==> config.mk <==
export PLATFORM = sky130hd
export DESIGN_NAME = quasi_bidir_port_pins
export DESIGN_NICKNAME = d
export VERILOG_FILES = /design/src/qbp_pkg.sv /design/src/quasi_bidir_port_pins.sv
export SDC_FILE = /design/constraint.sdc
export NUM_CORES = 1
export LEC_CHECK = 0
export BUFFER_PORTS_ARGS = -buffer_cell sky130_fd_sc_hd__buf_2
export CORE_ASPECT_RATIO = 0.75
export CORE_MARGIN = 10
export CORE_UTILIZATION = 55
export DETAILED_ROUTE_END_ITERATION = 12
export PLACE_DENSITY = 0.8
export RECOVER_POWER = 100
export SKIP_LAST_GASP = 1
export SLEW_MARGIN = 25
export SYNTH_ARGS = -nofsm -noshare
export SYNTH_HDL_FRONTEND = slang
export SYNTH_SLANG_ARGS = --single-unit
==> constraint.sdc <==
create_clock -name clk -period 1.8 [get_ports clk]
set_input_delay 0.36 -clock clk [delete_from_list [all_inputs] [get_ports clk]]
set_output_delay 0.36 -clock clk [all_outputs]
set_load 0.05 [all_outputs]
==> src/qbp_pkg.sv <==
// shared constants and carrier types for the quasi-bidirectional port block
package qbp_pkg;
    // ----------------------------------------
    // reset values and timing
    // ----------------------------------------
    localparam logic [7:0] PORT_RESET     = 8'hff;
    localparam int         CLK_HZ         = 10_000_000;
    // strong transition driver pulse after a zero-to-one write (least time)
    localparam int         BOOST_NS       = 100;
    localparam int         BOOST_CYCLES_R = (BOOST_NS * (CLK_HZ / 1_000_000) + 999) / 1000;
    localparam logic [3:0] BOOST_CYCLES   = 4'((BOOST_CYCLES_R < 1) ? 1 : BOOST_CYCLES_R);
    localparam logic       XTAL_LOAD_RESET = 1'b0;  // 0: 6 pF, 1: 12.5 pF

    // ----------------------------------------
    // bit positions of shared functions
    // ----------------------------------------
    localparam int P1_T2_IO   = 0;
    localparam int P1_T2_TRIG = 1;
    localparam int P1_S1_RX   = 2;
    localparam int P1_S1_TX   = 3;
    localparam int P3_S0_RX   = 0;
    localparam int P3_S0_TX   = 1;
    localparam int P3_IRQ0    = 2;
    localparam int P3_IRQ1    = 3;
    localparam int P3_T0      = 4;
    localparam int P3_T1      = 5;
    localparam int P3_WR      = 6;
    localparam int P3_RD      = 7;

    // per-port pin drive: strong low, strong high pulse, weak pull-up enable
    typedef struct packed {
        logic [7:0] strong_low;
        logic [7:0] strong_high;
        logic [7:0] weak_up;
    } pin_drive_t;

    // one port write from the core
    typedef struct packed {
        logic       we;
        logic [7:0] data;
    } port_wr_t;
endpackage

==> src/quasi_bidir_port_pins.sv <==
// quasi-bidirectional ports 1..3 with alternate-function routing
`timescale 1ns/1ps
// Contract
// RULE1 - upper-address port resets high, weak pull-up
// RULE2 - third port resets all ones, weak
// RULE3 - weak high pin reads external level
// RULE4 - written zero holds strong pull-down
// RULE5 - zero-to-one write pulses strong high driver
// RULE6 - upper port outputs address high byte
// RULE7 - port1 bits0-3 timer2 and serial one
// RULE8 - port1 bits4-7 edge-detected extra interrupts
// RULE9 - port3 bits0-5 serial zero, irqs, timers
// RULE10 - port3 bits6,7 write and read strobes
// RULE11 - select pin low forces external program
// RULE12 - internal data memory stays accessible
// RULE13 - config bit picks crystal load
// RULE14 - port1 resets all ones, weak
// RULE15 - software keeps latch one for alternates
module quasi_bidir_port_pins (
    input  wire logic                clk,
    input  wire logic                nrst,
    input  wire qbp_pkg::port_wr_t   p1_wr,
    input  wire qbp_pkg::port_wr_t   p2_wr,
    input  wire qbp_pkg::port_wr_t   p3_wr,
    input  wire logic [7:0]          p1_pin_in,
    input  wire logic [7:0]          p2_pin_in,
    input  wire logic [7:0]          p3_pin_in,
    input  wire logic                ext_addr_phase,
    input  wire logic [7:0]          upper_address_byte,
    input  wire logic                ext_data_wr,
    input  wire logic                ext_data_rd,
    input  wire logic                timer_two_out,
    input  wire logic                timer_two_out_en,
    input  wire logic                serial_one_tx,
    input  wire logic                serial_zero_tx,
    input  wire logic                external_program_select,
    input  wire logic                xtal_load_wr,
    input  wire logic                xtal_load_data,
    output qbp_pkg::pin_drive_t      p1_drive,
    output qbp_pkg::pin_drive_t      p2_drive,
    output qbp_pkg::pin_drive_t      p3_drive,
    output logic [7:0]               p1_read,
    output logic [7:0]               p2_read,
    output logic [7:0]               p3_read,
    output logic                     timer_two_ext_io,
    output logic                     timer_two_capture_trigger,
    output logic                     serial_one_rx_pin,
    output logic                     extra_irq_a_rising,
    output logic                     extra_irq_b_falling,
    output logic                     extra_irq_c_rising,
    output logic                     extra_irq_d_falling,
    output logic                     serial_zero_rx_pin,
    output logic                     ext_irq_zero_pin,
    output logic                     ext_irq_one_pin,
    output logic                     timer_zero_count_input,
    output logic                     timer_one_count_input,
    output logic                     fetch_external,
    output logic                     internal_data_enable,
    output logic                     timekeeping_load_12p5
);
    // ----------------------------------------
    // port latches and boost counters
    // ----------------------------------------
    logic [7:0]  latch_q   [3];
    logic [7:0]  latch_d   [3];
    logic [3:0]  boost_q   [3][8];
    logic [3:0]  boost_d   [3][8];
    logic [7:0]  wr_data   [3];
    logic [2:0]  wr_en;
    logic [7:0]  alt_force_low [3];
    logic [7:0]  alt_force_high[3];
    logic [7:0]  pin_raw   [3];
    logic [7:0]  s1_q [3];
    logic [7:0]  s2_q [3];
    logic [7:0]  s3_q [3];
    logic [7:0]  clean_q [3];
    logic [7:0]  clean_d [3];
    logic [7:0]  p1_prev_q;
    qbp_pkg::pin_drive_t drive_d [3];
    qbp_pkg::pin_drive_t drive_q [3];
    logic        ea_s1_q, ea_s2_q, ea_s3_q, ea_clean_q;
    logic        xtal_q;

    assign wr_en   = {p3_wr.we, p2_wr.we, p1_wr.we};
    assign wr_data[0] = p1_wr.data;
    assign wr_data[1] = p2_wr.data;
    assign wr_data[2] = p3_wr.data;
    assign pin_raw[0] = p1_pin_in;
    assign pin_raw[1] = p2_pin_in;
    assign pin_raw[2] = p3_pin_in;

    // ----------------------------------------
    // alternate-function drive overrides
    // ----------------------------------------
    // alternates act only through the open latch; software keeps it at one
    // RULE15 latch-one reliance
    logic [7:0] p2_addr_low, p2_addr_high;
    // RULE6 address high byte
    assign p2_addr_low  = ext_addr_phase ? ~upper_address_byte : 8'h00;
    assign p2_addr_high = ext_addr_phase ?  upper_address_byte : 8'h00;
    // RULE7 timer two and serial one outputs
    assign alt_force_low[0]  = {4'h0, ~serial_one_tx, 2'b00, timer_two_out_en & ~timer_two_out};
    assign alt_force_high[0] = 8'h00;
    assign alt_force_low[1]  = p2_addr_low;
    assign alt_force_high[1] = p2_addr_high;
    // RULE10 strobes active low
    assign alt_force_low[2]  = {ext_data_rd, ext_data_wr, 4'h0, ~serial_zero_tx, 1'b0};
    assign alt_force_high[2] = 8'h00;

    // ----------------------------------------
    // per-port, per-bit drive logic
    // ----------------------------------------
    for (genvar p = 0; p < 3; p++) begin : g_port
        for (genvar b = 0; b < 8; b++) begin : g_bit
            logic rising_wr;
            // RULE4 zero held until one written
            assign latch_d[p][b] = wr_en[p] ? wr_data[p][b] : latch_q[p][b];
            assign rising_wr = wr_en[p] & wr_data[p][b] & ~latch_q[p][b];
            // RULE5 momentary strong high
            assign boost_d[p][b] = rising_wr ? qbp_pkg::BOOST_CYCLES :
                                   (boost_q[p][b] != 4'h0) ? boost_q[p][b] - 4'h1 : 4'h0;
            assign drive_d[p].strong_low[b]  = ~latch_d[p][b] | alt_force_low[p][b];
            assign drive_d[p].strong_high[b] = ((boost_d[p][b] != 4'h0) | alt_force_high[p][b])
                                               & ~drive_d[p].strong_low[b];
            assign drive_d[p].weak_up[b]     = ~drive_d[p].strong_low[b];
            always_ff @(posedge clk or negedge nrst) begin
                if (!nrst) begin
                    boost_q[p][b] <= 4'h0;
                end else begin
                    boost_q[p][b] <= boost_d[p][b];
                end
            end
        end
        // four-cycle read latency is the price of ignoring one-cycle pin noise
        // RULE3 three-stage pin sampling
        assign clean_d[p] = (s2_q[p] == s3_q[p]) ? s3_q[p] : clean_q[p];
        always_ff @(posedge clk or negedge nrst) begin
            if (!nrst) begin
                // RULE1 RULE2 RULE14 reset all ones
                latch_q[p] <= qbp_pkg::PORT_RESET;
                drive_q[p] <= '{strong_low: 8'h00, strong_high: 8'h00, weak_up: 8'hff};
                s1_q[p]    <= qbp_pkg::PORT_RESET;
                s2_q[p]    <= qbp_pkg::PORT_RESET;
                s3_q[p]    <= qbp_pkg::PORT_RESET;
                clean_q[p] <= qbp_pkg::PORT_RESET;
            end else begin
                latch_q[p] <= latch_d[p];
                drive_q[p] <= drive_d[p];
                s1_q[p]    <= pin_raw[p];
                s2_q[p]    <= s1_q[p];
                s3_q[p]    <= s2_q[p];
                clean_q[p] <= clean_d[p];
            end
        end
    end

    assign p1_drive = drive_q[0];
    assign p2_drive = drive_q[1];
    assign p3_drive = drive_q[2];
    assign p1_read  = clean_q[0];
    assign p2_read  = clean_q[1];
    assign p3_read  = clean_q[2];

    // ----------------------------------------
    // alternate inputs, edge detect, straps
    // ----------------------------------------
    logic [7:0] p1_c;
    logic [7:0] p3_c;
    assign p1_c = clean_q[0];
    assign p3_c = clean_q[2];

    always_ff @(posedge clk or negedge nrst) begin
        if (!nrst) begin
            // history starts at the idle high level so release gives no false edge
            p1_prev_q                 <= qbp_pkg::PORT_RESET;
            timer_two_ext_io          <= 1'b1;
            timer_two_capture_trigger <= 1'b1;
            serial_one_rx_pin         <= 1'b1;
            extra_irq_a_rising        <= 1'b0;
            extra_irq_b_falling       <= 1'b0;
            extra_irq_c_rising        <= 1'b0;
            extra_irq_d_falling       <= 1'b0;
            serial_zero_rx_pin        <= 1'b1;
            ext_irq_zero_pin          <= 1'b1;
            ext_irq_one_pin           <= 1'b1;
            timer_zero_count_input    <= 1'b1;
            timer_one_count_input     <= 1'b1;
        end else begin
            p1_prev_q                 <= p1_c;
            // RULE7 alternate inputs
            timer_two_ext_io          <= p1_c[qbp_pkg::P1_T2_IO];
            timer_two_capture_trigger <= p1_c[qbp_pkg::P1_T2_TRIG];
            serial_one_rx_pin         <= p1_c[qbp_pkg::P1_S1_RX];
            // RULE8 edge-detect pulses
            extra_irq_a_rising        <= p1_c[4] & ~p1_prev_q[4];
            extra_irq_b_falling       <= ~p1_c[5] & p1_prev_q[5];
            extra_irq_c_rising        <= p1_c[6] & ~p1_prev_q[6];
            extra_irq_d_falling       <= ~p1_c[7] & p1_prev_q[7];
            // RULE9 third-port inputs
            serial_zero_rx_pin        <= p3_c[qbp_pkg::P3_S0_RX];
            ext_irq_zero_pin          <= p3_c[qbp_pkg::P3_IRQ0];
            ext_irq_one_pin           <= p3_c[qbp_pkg::P3_IRQ1];
            timer_zero_count_input    <= p3_c[qbp_pkg::P3_T0];
            timer_one_count_input     <= p3_c[qbp_pkg::P3_T1];
        end
    end

    // strap sampled through the synchroniser so a bouncing tie cannot glitch fetch
    always_ff @(posedge clk or negedge nrst) begin
        if (!nrst) begin
            ea_s1_q    <= 1'b1;
            ea_s2_q    <= 1'b1;
            ea_s3_q    <= 1'b1;
            ea_clean_q <= 1'b1;
        end else begin
            ea_s1_q <= external_program_select;
            ea_s2_q <= ea_s1_q;
            ea_s3_q <= ea_s2_q;
            if (ea_s2_q == ea_s3_q) begin
                ea_clean_q <= ea_s3_q;
            end
        end
    end

    // RULE11 low selects external program
    always_ff @(posedge clk or negedge nrst) begin
        if (!nrst) begin
            fetch_external       <= 1'b0;
            internal_data_enable <= 1'b1;
        end else begin
            fetch_external       <= ~ea_clean_q;
            // RULE12 internal data stays on
            internal_data_enable <= 1'b1;
        end
    end

    // RULE13 crystal load select
    always_ff @(posedge clk or negedge nrst) begin
        if (!nrst) begin
            xtal_q <= qbp_pkg::XTAL_LOAD_RESET;
        end else if (xtal_load_wr) begin
            xtal_q <= xtal_load_data;
        end
    end
    assign timekeeping_load_12p5 = xtal_q;
endmodule // quasi_bidir_port_pins

==> results of run 1 <==
-- worst reg2reg max path, cell delays in order, from the launching register on --
cell	delay, ns
dfstp_1	0.54
xor2_1	0.07
nor4_1	0.29
nand2_1	0.30
mux2_2	0.36
-- synthesized netlist by cell type, drive strengths merged, types with 22 or more instances --
cell    count
a21oi      67
dfrtp     150
dfstp     149
ha         24
inv        90
mux2       26
nand2      33
nand2b     24
nand3b     22
nor2       64
nor3       57
o21ai      23
o22ai      23
or3        23
xor2       24
-- cells in the final DEF, fill, tap and decap left out, drive strengths merged, types with 24 or more instances in the layout --
master and n:
a21oi 67, buf 79, clkbuf 149, dfrtp 150
dfstp 149, dlygate4sd3 26, ha 24, inv 92
mux2 26, nand2 33, nand2b 24, nor2 64
nor3 57, xor2 24
-- sequential cells by signal, indices dropped and copies added (netlist names), 7 cells and up --
| signal | cells |
|---|---|
| boost_q | 96 |
| latch_q | 18 |
| p1_drive | 24 |
| p1_prev_q | 7 |
| p1_read | 8 |
| p2_drive | 24 |
| p2_read | 8 |
| p3_drive | 19 |
| p3_read | 8 |
| s1_q | 24 |
| s2_q | 24 |
| s3_q | 24 |
-- report_power, final --
group | leakage, uW | internal, uW | switching [uW] | total [uW]
Clock | 0.000451 | 3350 | 2400 | 5750
Combinational | 0.00257 | 2900 | 4600 | 7510
Sequential | 0.00339 | 8470 | 1220 | 9690
-- layout make-up --
cell class                 instances  area, um2
fill                            1443       6540
sequential                       299       7669
clock buffer                      40      829.5
inverter                          90      337.8
timing repair buffer             214       1239
clock inverter                     9      76.32
multi-input combinational        507       3256
tap                              258      322.8
-- cell families after synthesis --
logic type,synth area share
and+or+nand+nor,0.1194
AOI/OAI and AO/OA,0.06613
DFF,0.6744
adders and majority gates,0.02817
other,0.0003298
muxes,0.03719
xor gates and xnor gates,0.03466
buffers and inverters,0.03972
-- how the worst max path moves through the flow --
stage          cells past startpoint  startpoint          to  slack (ns)
6_report                           1  p3_read[4]  p3_read[4]        0.05
3_3_place_gp                       4    s3_q[17]  p1_read[4]        0.22
4_1_cts                            1  p1_read[7]  p1_read[7]        0.04
5_1_grt                            1  p1_read[6]  p1_read[6]       0.005
2_1_floorplan                      4    s3_q[17]  p1_read[0]        0.38
3_5_place_dp                       4     s3_q[7]  p3_read[1]        0.18
-- repair_timing --
| item | CTS | global route |
|---|---|---|
| gates resized for setup | 0 | 1 |
| setup endpoints to repair | 0 | 1 |
| hold endpoints to repair | 56 | 0 |
| hold buffers | 26 | 0 |
-- per-stage QoR --
step	total power, uW	worst slack, ns	area [um2]
final	22950	0.04707	13730
after floorplan	15380	0.3805	11370
after global routing	24490	0.004676	13730
after CTS	23170	0.04244	13790
after detailed placement	17200	0.1812	12630
after global placement	16850	0.2162	12630
-- metal layers --
metal,up-vias,share of wire,global-route usage
met4,0,0.020,0.04232
met3,37,0.078,0.04939
met5,-,0,0
met1,3649,0.42,0.2195
li1,3534,-,-
met2,176,0.48,0.2931
==> flow_summary.yaml, run 1 <==
placement:
  gp_congestion: 0.8092
  hpwl_um: 16090
  dpl.cell_count: 1342
  io_buffers: 180
setup_path:
  arrival_ns: 1.39
  worstPathRequired_ns: 1.44
  timing_worst_setup_path_type: "reg -> out"
  cp_max_fo: 3
  crit_family: "flip-flops"
  worstSetupStartpointType: "flip-flop"
  worst-path-buf-inv: 1
  worstPathCellList: "buf_2"
  max_stage_delay_ns: 0.58
  crit_path_end_kind: "output port"
  crit_slowest_cell: "dfstp_1"
  r2r_setup_slack_ns: 0.16
  rr_startpoint: "s2_q[6]"
  r2r_cells: 4
  reg2reg_to: "p3_read[1]"
grt:
  grt_max_degree: 54
  grt_pass1_wl_um: 38570
  grt_pass1_vias: 7687
  antenna_found_initial: 0
  grt_overflow: 0
  grt_use_total: 0.1746
route:
  drtAntennaViolNets: 0
  wl_per_cell_um: 16.35
  drc: 0
  drt_iter0_markers: 443
  drt_wl_total_um: 23170
  drt-vias-per-instance: 5.219
  via_count: 7396
  drt_pre_antenna_iters: 5
sta:
  hold_slack_ns: 0.04895
  hold_viol_final: 0
  tightest_slew_ns: 0.7807
  setup_viol: 0
  clock_skew_ns: 0.009996
  period_needed_ns: 1.753
  rsz0062_at_grt: "false"
  slew_viol_final: 0
  slew_headroom: 0.4795
  fin_crit_sh: 0.9738
  fmaxAchievable_mhz: 570.5
  fin_setup_tns_ns: 0
cts:
  cts.sink_count: 299
  htreeDepth: 1
  clock_path_buffers: 3
  clkTransAtPathRegs_ns: 0.06
  cts_made_buffers: 27
  cts_root_buffer: "clkbuf_16"
  insertion_delay_ns: 0.52
  cts_tree: "done"
  cts_setup_buffers: 0
run:
  max_cap_viol_count: 0
yosys:
  synth_edf_count: 0
  syn_inst: 913
  synth_seq_cells: 299
  mappedNetlistNets: 1008
  synthFlopType: "dfrtp_1"
  synth_top_cell_by_area: "dfstp_2"
  synthArstFlopShare: 1.000
  synth.avg_cell_area_um2: 12.45
  synth_warnings: 0
  synth.area.top_cells: "dfstp_2, dfrtp_1, inv_1"
  synth_top_area_frac: 0.3443
  synth_area_um2: 11370
  netlist-cell-type-count: 31
  yosysSeqAreaShare: 0.6744
run_status:
  status: "complete, no violations"
hold_path:
  hold_end: "p1_drive[19]"
  hp-start: "serial_one_tx"
  holdPathStages: 2
  hp-class: "in -> reg"
floorplanning:
  die_w_um: 186.0
  start_util: 0.5610
  dieArea_um2: 26890
  io_pins: 182
  core_um2: 20270
  dieHeight_um: 144.5
  rows: 45
final_layout:
  antenna_cells: 0
  drive_gt1_frac: 0.3037
  synthToLayoutAreaGrowth_pct: 20.74
  nNetsFinal: 1234
  fin_cells: 1417
  final_util: 0.6773
power_and_ir_drop:
  power.density_nw_per_um2: 1671
  leakagePower_uw: 0.006416
  irDropWorstVdd_v: 0.001028
Power figures use the tool's default switching activity.
==> run 2, diff against run 1 <==
MAX_ROUTING_LAYER = met4   (was unset)
==> flow_summary.yaml, run 2 (synthesized netlist as in run 1, its figures left out) <==
cts:
  insertion_delay_ns: 0.53
  cts_tree: "done"
  clock_path_buffers: 3
  htreeDepth: 1
  cts_root_buffer: "clkbuf_16"
  cts_setup_buffers: 0
  clkTransAtPathRegs_ns: 0.07
  cts.sink_count: 299
  cts_made_buffers: 27
placement:
  gp_congestion: 0.8202
  hpwl_um: 16090
  dpl_worst_slack_ns: 0.1812
  io_buffers: 180
power_and_ir_drop:
  combPwrFrac: 0.327
  p_clk_frac: 0.251
  irDropWorstVdd_v: 0.001032
  power.density_nw_per_um2: 1672
  leakagePower_uw: 0.006416
  p_sw_uw: 8240
  pwr-share-seq: 0.422
  p_sw_frac: 0.3589
  p_int_uw: 14720
grt:
  antenna_found_initial: 0
  grt_use_total: 0.1796
  grt_pass1_wl_um: 38520
  grt_pass1_vias: 7700
  grt_overflow: 0
  grt_max_degree: 54
setup_path:
  crit_path_end_kind: "output port"
  crit_family: "flip-flops"
  worstPathCellList: "buf_2"
  worst-path-buf-inv: 1
  worstSetupStartpointType: "flip-flop"
  cp_max_fo: 3
  timing_worst_setup_path_type: "reg -> out"
  worstPathRequired_ns: 1.44
  max_stage_delay_ns: 0.58
  arrival_ns: 1.39
  crit_slowest_cell: "dfstp_1"
final_layout:
  multi_input_area_um2: 3256
  largest_register_ffs: 96
  regArea_um2: 7669
  nNetsFinal: 1234
  synthToLayoutAreaGrowth_pct: 20.74
  regMostFlops: "boost_q"
  drive_gt1_frac: 0.3037
  antenna_cells: 0
  nFillCells: 1443
  final_common_cell: "dfrtp_1"
  layout_common_cells: "dfrtp_1, clkbuf_2, dfstp_2, inv_1, buf_2"
run_status:
  status: "complete, no violations"
sta:
  rsz0062_at_grt: "false"
  clock_skew_ns: 0.01037
  fin_setup_tns_ns: 0
  period_needed_ns: 1.753
  slew_viol_final: 0
  fin_crit_sh: 0.9737
  hold_viol_final: 0
  timing.final.ws_setup_ns: 0.04733
  setup_viol: 0
  fmaxAchievable_mhz: 570.6
  slew_headroom: 0.4750
  tightest_slew_ns: 0.7874
route:
  wl_per_cell_um: 16.38
  drtAntennaViolNets: 0
  drt_iter0_markers: 481
  drt-vias-per-instance: 5.231
  drc: 0
  drt_pre_antenna_iters: 5
  drt_wl_total_um: 23200
  via_count: 7412
floorplanning:
  dieArea_um2: 26890
  rows: 45
  io_pins: 182
  die_w_um: 186.0
  start_util: 0.5610
  dieHeight_um: 144.5
  core_um2: 20270
hold_path:
  hp-class: "in -> reg"
run:
  max_cap_viol_count: 0
run 2: metal layers:
layer,GRT usage,wire length [um]
met1,0.2235,10010
met2,0.2932,11140
met3,0.04337,1579
met4,0.04232,468
met5,-,0
run 2: final cells by class:
cell class,count,area share
Sequential cell,299,0.5586
Multi-Input combinational cell,507,0.2371
Timing Repair Buffer,214,0.09022
Clock buffer,40,0.06042
Inverter,90,0.02461
Tap cell,258,0.02351
Clock inverter,9,0.005559
run 2: per-stage QoR:
step	hold WS (ns)	area [um2]	utilization	power (uW)	std cells
after global placement	0.3274	12630	0.6229	16850	1342
final	0.04689	13730	0.6773	22960	1417
after floorplan	0.06441	11370	-	15380	913
after detailed placement	0.3268	12630	0.6229	17200	1342
after global routing	0.03486	13730	0.6773	24490	1417
after CTS	0.02249	13790	0.6804	23170	1417
run 2: power by group through the flow:
stage	Combinational, uW	Clock, uW	Sequential, uW
floorplan	4510	0	10900
global placement	7160	0	9690
detailed placement	7430	0	9770
CTS	7570	5900	9700
global route	8380	6190	9930
finish	7510	5760	9690
run 2: worst register-to-register path: stages, from the launching register on:
cell	delay, ns
dfstp_1	0.53
xor2_1	0.07
nor4_1	0.30
nand2_1	0.30
mux2_2	0.37
run 2: path summary, 6_finish.rpt:
| path | startpoint | endpoint | slack, ns | cells past startpoint |
|---|---|---|---|---|
| setup / recovery | p3_read[4] | p3_read[4] | 0.05 | 1 |
| max in group asynchronous | nrst | s1_q[20] | 0.21 | 3 |
| hold reg to reg | s1_q[7] | s2_q[7] | 0.36 | 0 |
| setup reg to reg | s2_q[17] | p1_read[4] | 0.16 | 4 |
| min in group asynchronous | nrst | boost_q[84] | 0.48 | 2 |
| hold / removal | serial_zero_tx | p3_drive[17] | 0.05 | 2 |
run 2: repair_timing:
item                                    4_1_cts  5_1_grt
hold endpoints to repair                     56        0
resized for setup                             0        1
endpoints found under the setup margin        0        1
hold buffers                                 26        0
==> run 3, diff against run 2 <==
ABC_AREA = 1   (was unset)
PLACE_DENSITY = 0.79   (was 0.8)
==> flow_summary.yaml, run 3 <==
setup_path:
  cp_max_fo: 3
  critPathLaunch: "latch_q[3]"
  worstSetupStartpointType: "flip-flop"
  max_stage_delay_ns: 0.57
  worst-path-buf-inv: 1
  crit_path_end_kind: "output port"
  r2r_setup_slack_ns: 0.35
  cp_num_cells: 1
  worstPathRequired_ns: 1.44
  arrival_ns: 1.38
  reg2reg_to: "p3_read[6]"
  r2r_cells: 6
  rr_startpoint: "s2_q[7]"
  crit_end: "p3_drive[3]"
  crit_slowest_cell: "dfstp_1"
  worstPathCellList: "buf_2"
  timing_worst_setup_path_type: "reg -> out"
  crit_family: "flip-flops"
route:
  drt_pre_antenna_iters: 5
  drt_iter0_markers: 335
  drc: 0
  drtAntennaViolNets: 0
  via_count: 8318
  wl_per_cell_um: 13.11
  drt_wl_total_um: 23320
  drt-vias-per-instance: 4.676
cts:
  clock_path_buffers: 3
  cts_resized: 0
  insertion_delay_ns: 0.53
  cts_setup_buffers: 0
  htreeDepth: 1
  cts.sink_count: 299
  cts_tree: "done"
  clkTransAtPathRegs_ns: 0.06
  cts_made_buffers: 28
  cts_root_buffer: "clkbuf_16"
  cts_hold_buf: 30
yosys:
  mappedNetlistNets: 1317
  synth.area.top_cells: "dfstp_2, dfrtp_1, nand2_1"
  synth_top_area_frac: 0.3218
  synth_most_common_cell: "nand2_1"
  synth_top_cell_by_area: "dfstp_2"
  synth_warnings: 0
  synth_edf_count: 0
  synthArstFlopShare: 1.000
  synth_area_um2: 12170
  synth_seq_cells: 299
  synthFlopType: "dfrtp_1"
  yosysSeqAreaShare: 0.6303
  netlist-cell-type-count: 30
  synth_common_cells: "nand2_1, inv_1, dfrtp_1"
  syn_inst: 1222
  synth.avg_cell_area_um2: 9.956
grt:
  grt_use_total: 0.1690
  grt_pass1_vias: 8437
  grt_max_degree: 58
  grt_pass1_wl_um: 39210
  antenna_found_initial: 4
  grt_overflow: 0
sta:
  rsz0062_at_grt: "false"
  fmaxAchievable_mhz: 573.9
  tightest_slew_ns: 0.8687
  fin_crit_sh: 0.9681
  slew_headroom: 0.4209
  setup_viol: 0
  fin_setup_tns_ns: 0
  clock_skew_ns: 0.01212
  slew_viol_final: 0
  hold_viol_final: 0
  period_needed_ns: 1.743
power_and_ir_drop:
  irDropWorstVdd_v: 0.001106
  power.density_nw_per_um2: 1612
  power_uw: 23440
  leakagePower_uw: 0.007769
final_layout:
  regMostFlops: "boost_q"
  largest_register_ffs: 96
  synthToLayoutAreaGrowth_pct: 19.54
  fin_cells: 1779
  nFillCells: 1659
  nNetsFinal: 1554
  final_common_cell: "nand2_1"
  final_util: 0.6631
  layout_common_cells: "nand2_1, inv_1, dfrtp_1, dfstp_2, clkbuf_2"
  drive_gt1_frac: 0.2350
floorplanning:
  core_um2: 21930
  rows: 47
  dieArea_um2: 28530
  io_pins: 182
  start_util: 0.5547
  die_w_um: 191.7
  dieHeight_um: 148.8
placement:
  gp_congestion: 0.8578
  io_buffers: 180
  hpwl_um: 16730
  dpl.cell_count: 1693
run:
  max_cap_viol_count: 0
hold_path:
  hp-class: "in -> reg"
run_status:
  status: "complete, no violations"
-- run 3: logic make-up (layout without fill, tap and decap cells) --
| group | Yosys count | in the layout | synth area share |
|---|---|---|---|
| buffers and inverters | 258 | 517 | 0.08731 |
| AND/OR/NAND/NOR | 532 | 532 | 0.1926 |
| XOR/XNOR | 39 | 39 | 0.02808 |
| adder cells (fa/ha/maj) | 25 | 25 | 0.02550 |
| AO/OA/AOI/OAI | 67 | 67 | 0.03497 |
| multiplexers | 1 | 1 | 0.0009255 |
| other | 1 | 5 | 0.0003082 |
| flip-flops | 299 | 299 | 0.6303 |
-- run 3: area by class of cell --
cell class,instances,area [um2],share of cell area
Timing Repair Buffer,226,1289,0.08861
Clock inverter,9,120.1,0.008259
Inverter,239,897.1,0.06168
Antenna cell,4,10.01,0.0006882
Tap cell,294,367.9,0.02529
Sequential cell,299,7669,0.5273
Clock buffer,43,858.3,0.05902
Multi-Input combinational cell,665,3333,0.2292
-- run 3: report_power, final --
group | switching (uW) | total [uW] | internal (uW)
Clock | 2400 | 6100 | 3700
Sequential | 851 | 9310 | 8460
Combinational | 5430 | 8040 | 2610
Total | 8680 | 23400 | 14800
-- run 3: worst min-delay path by stage --
stage | start | endpoint | slack [ns] | depth (start not counted)
floorplan | nrst | boost_q[0] | 0.06 | 0
global placement | nrst | boost_q[24] | 0.34 | 1
detailed placement | nrst | boost_q[24] | 0.34 | 1
CTS | serial_zero_tx | p3_drive[17] | 0.007 | 2
global route | serial_zero_tx | p3_drive[17] | 0.01 | 2
finish | serial_zero_tx | p3_drive[17] | 0.04 | 2
-- run 3: layer usage --
| layer | track usage | share of wire | wire length (um) | vias up |
|---|---|---|---|---|
| met1 | 0.1982 | 0.43 | 9951 | 3935 |
| li1 | - | - | - | 4183 |
| met3 | 0.02874 | 0.040 | 936 | 50 |
| met4 | 0.06002 | 0.033 | 762 | 0 |
| met5 | - | 0 | 0 | - |
| met2 | 0.2891 | 0.50 | 11670 | 150 |
-- run 3: metrics by stage --
stage	instance area (um2)	setup WS, ns	hold WS [ns]
3_5_place_dp	13450	0.2911	0.3409
3_3_place_gp	13450	0.3329	0.3358
5_1_grt	14540	0.01413	0.01295
4_1_cts	14730	0.04329	0.006640
6_report	14540	0.05749	0.03718
2_1_floorplan	12170	0.5858	0.06441
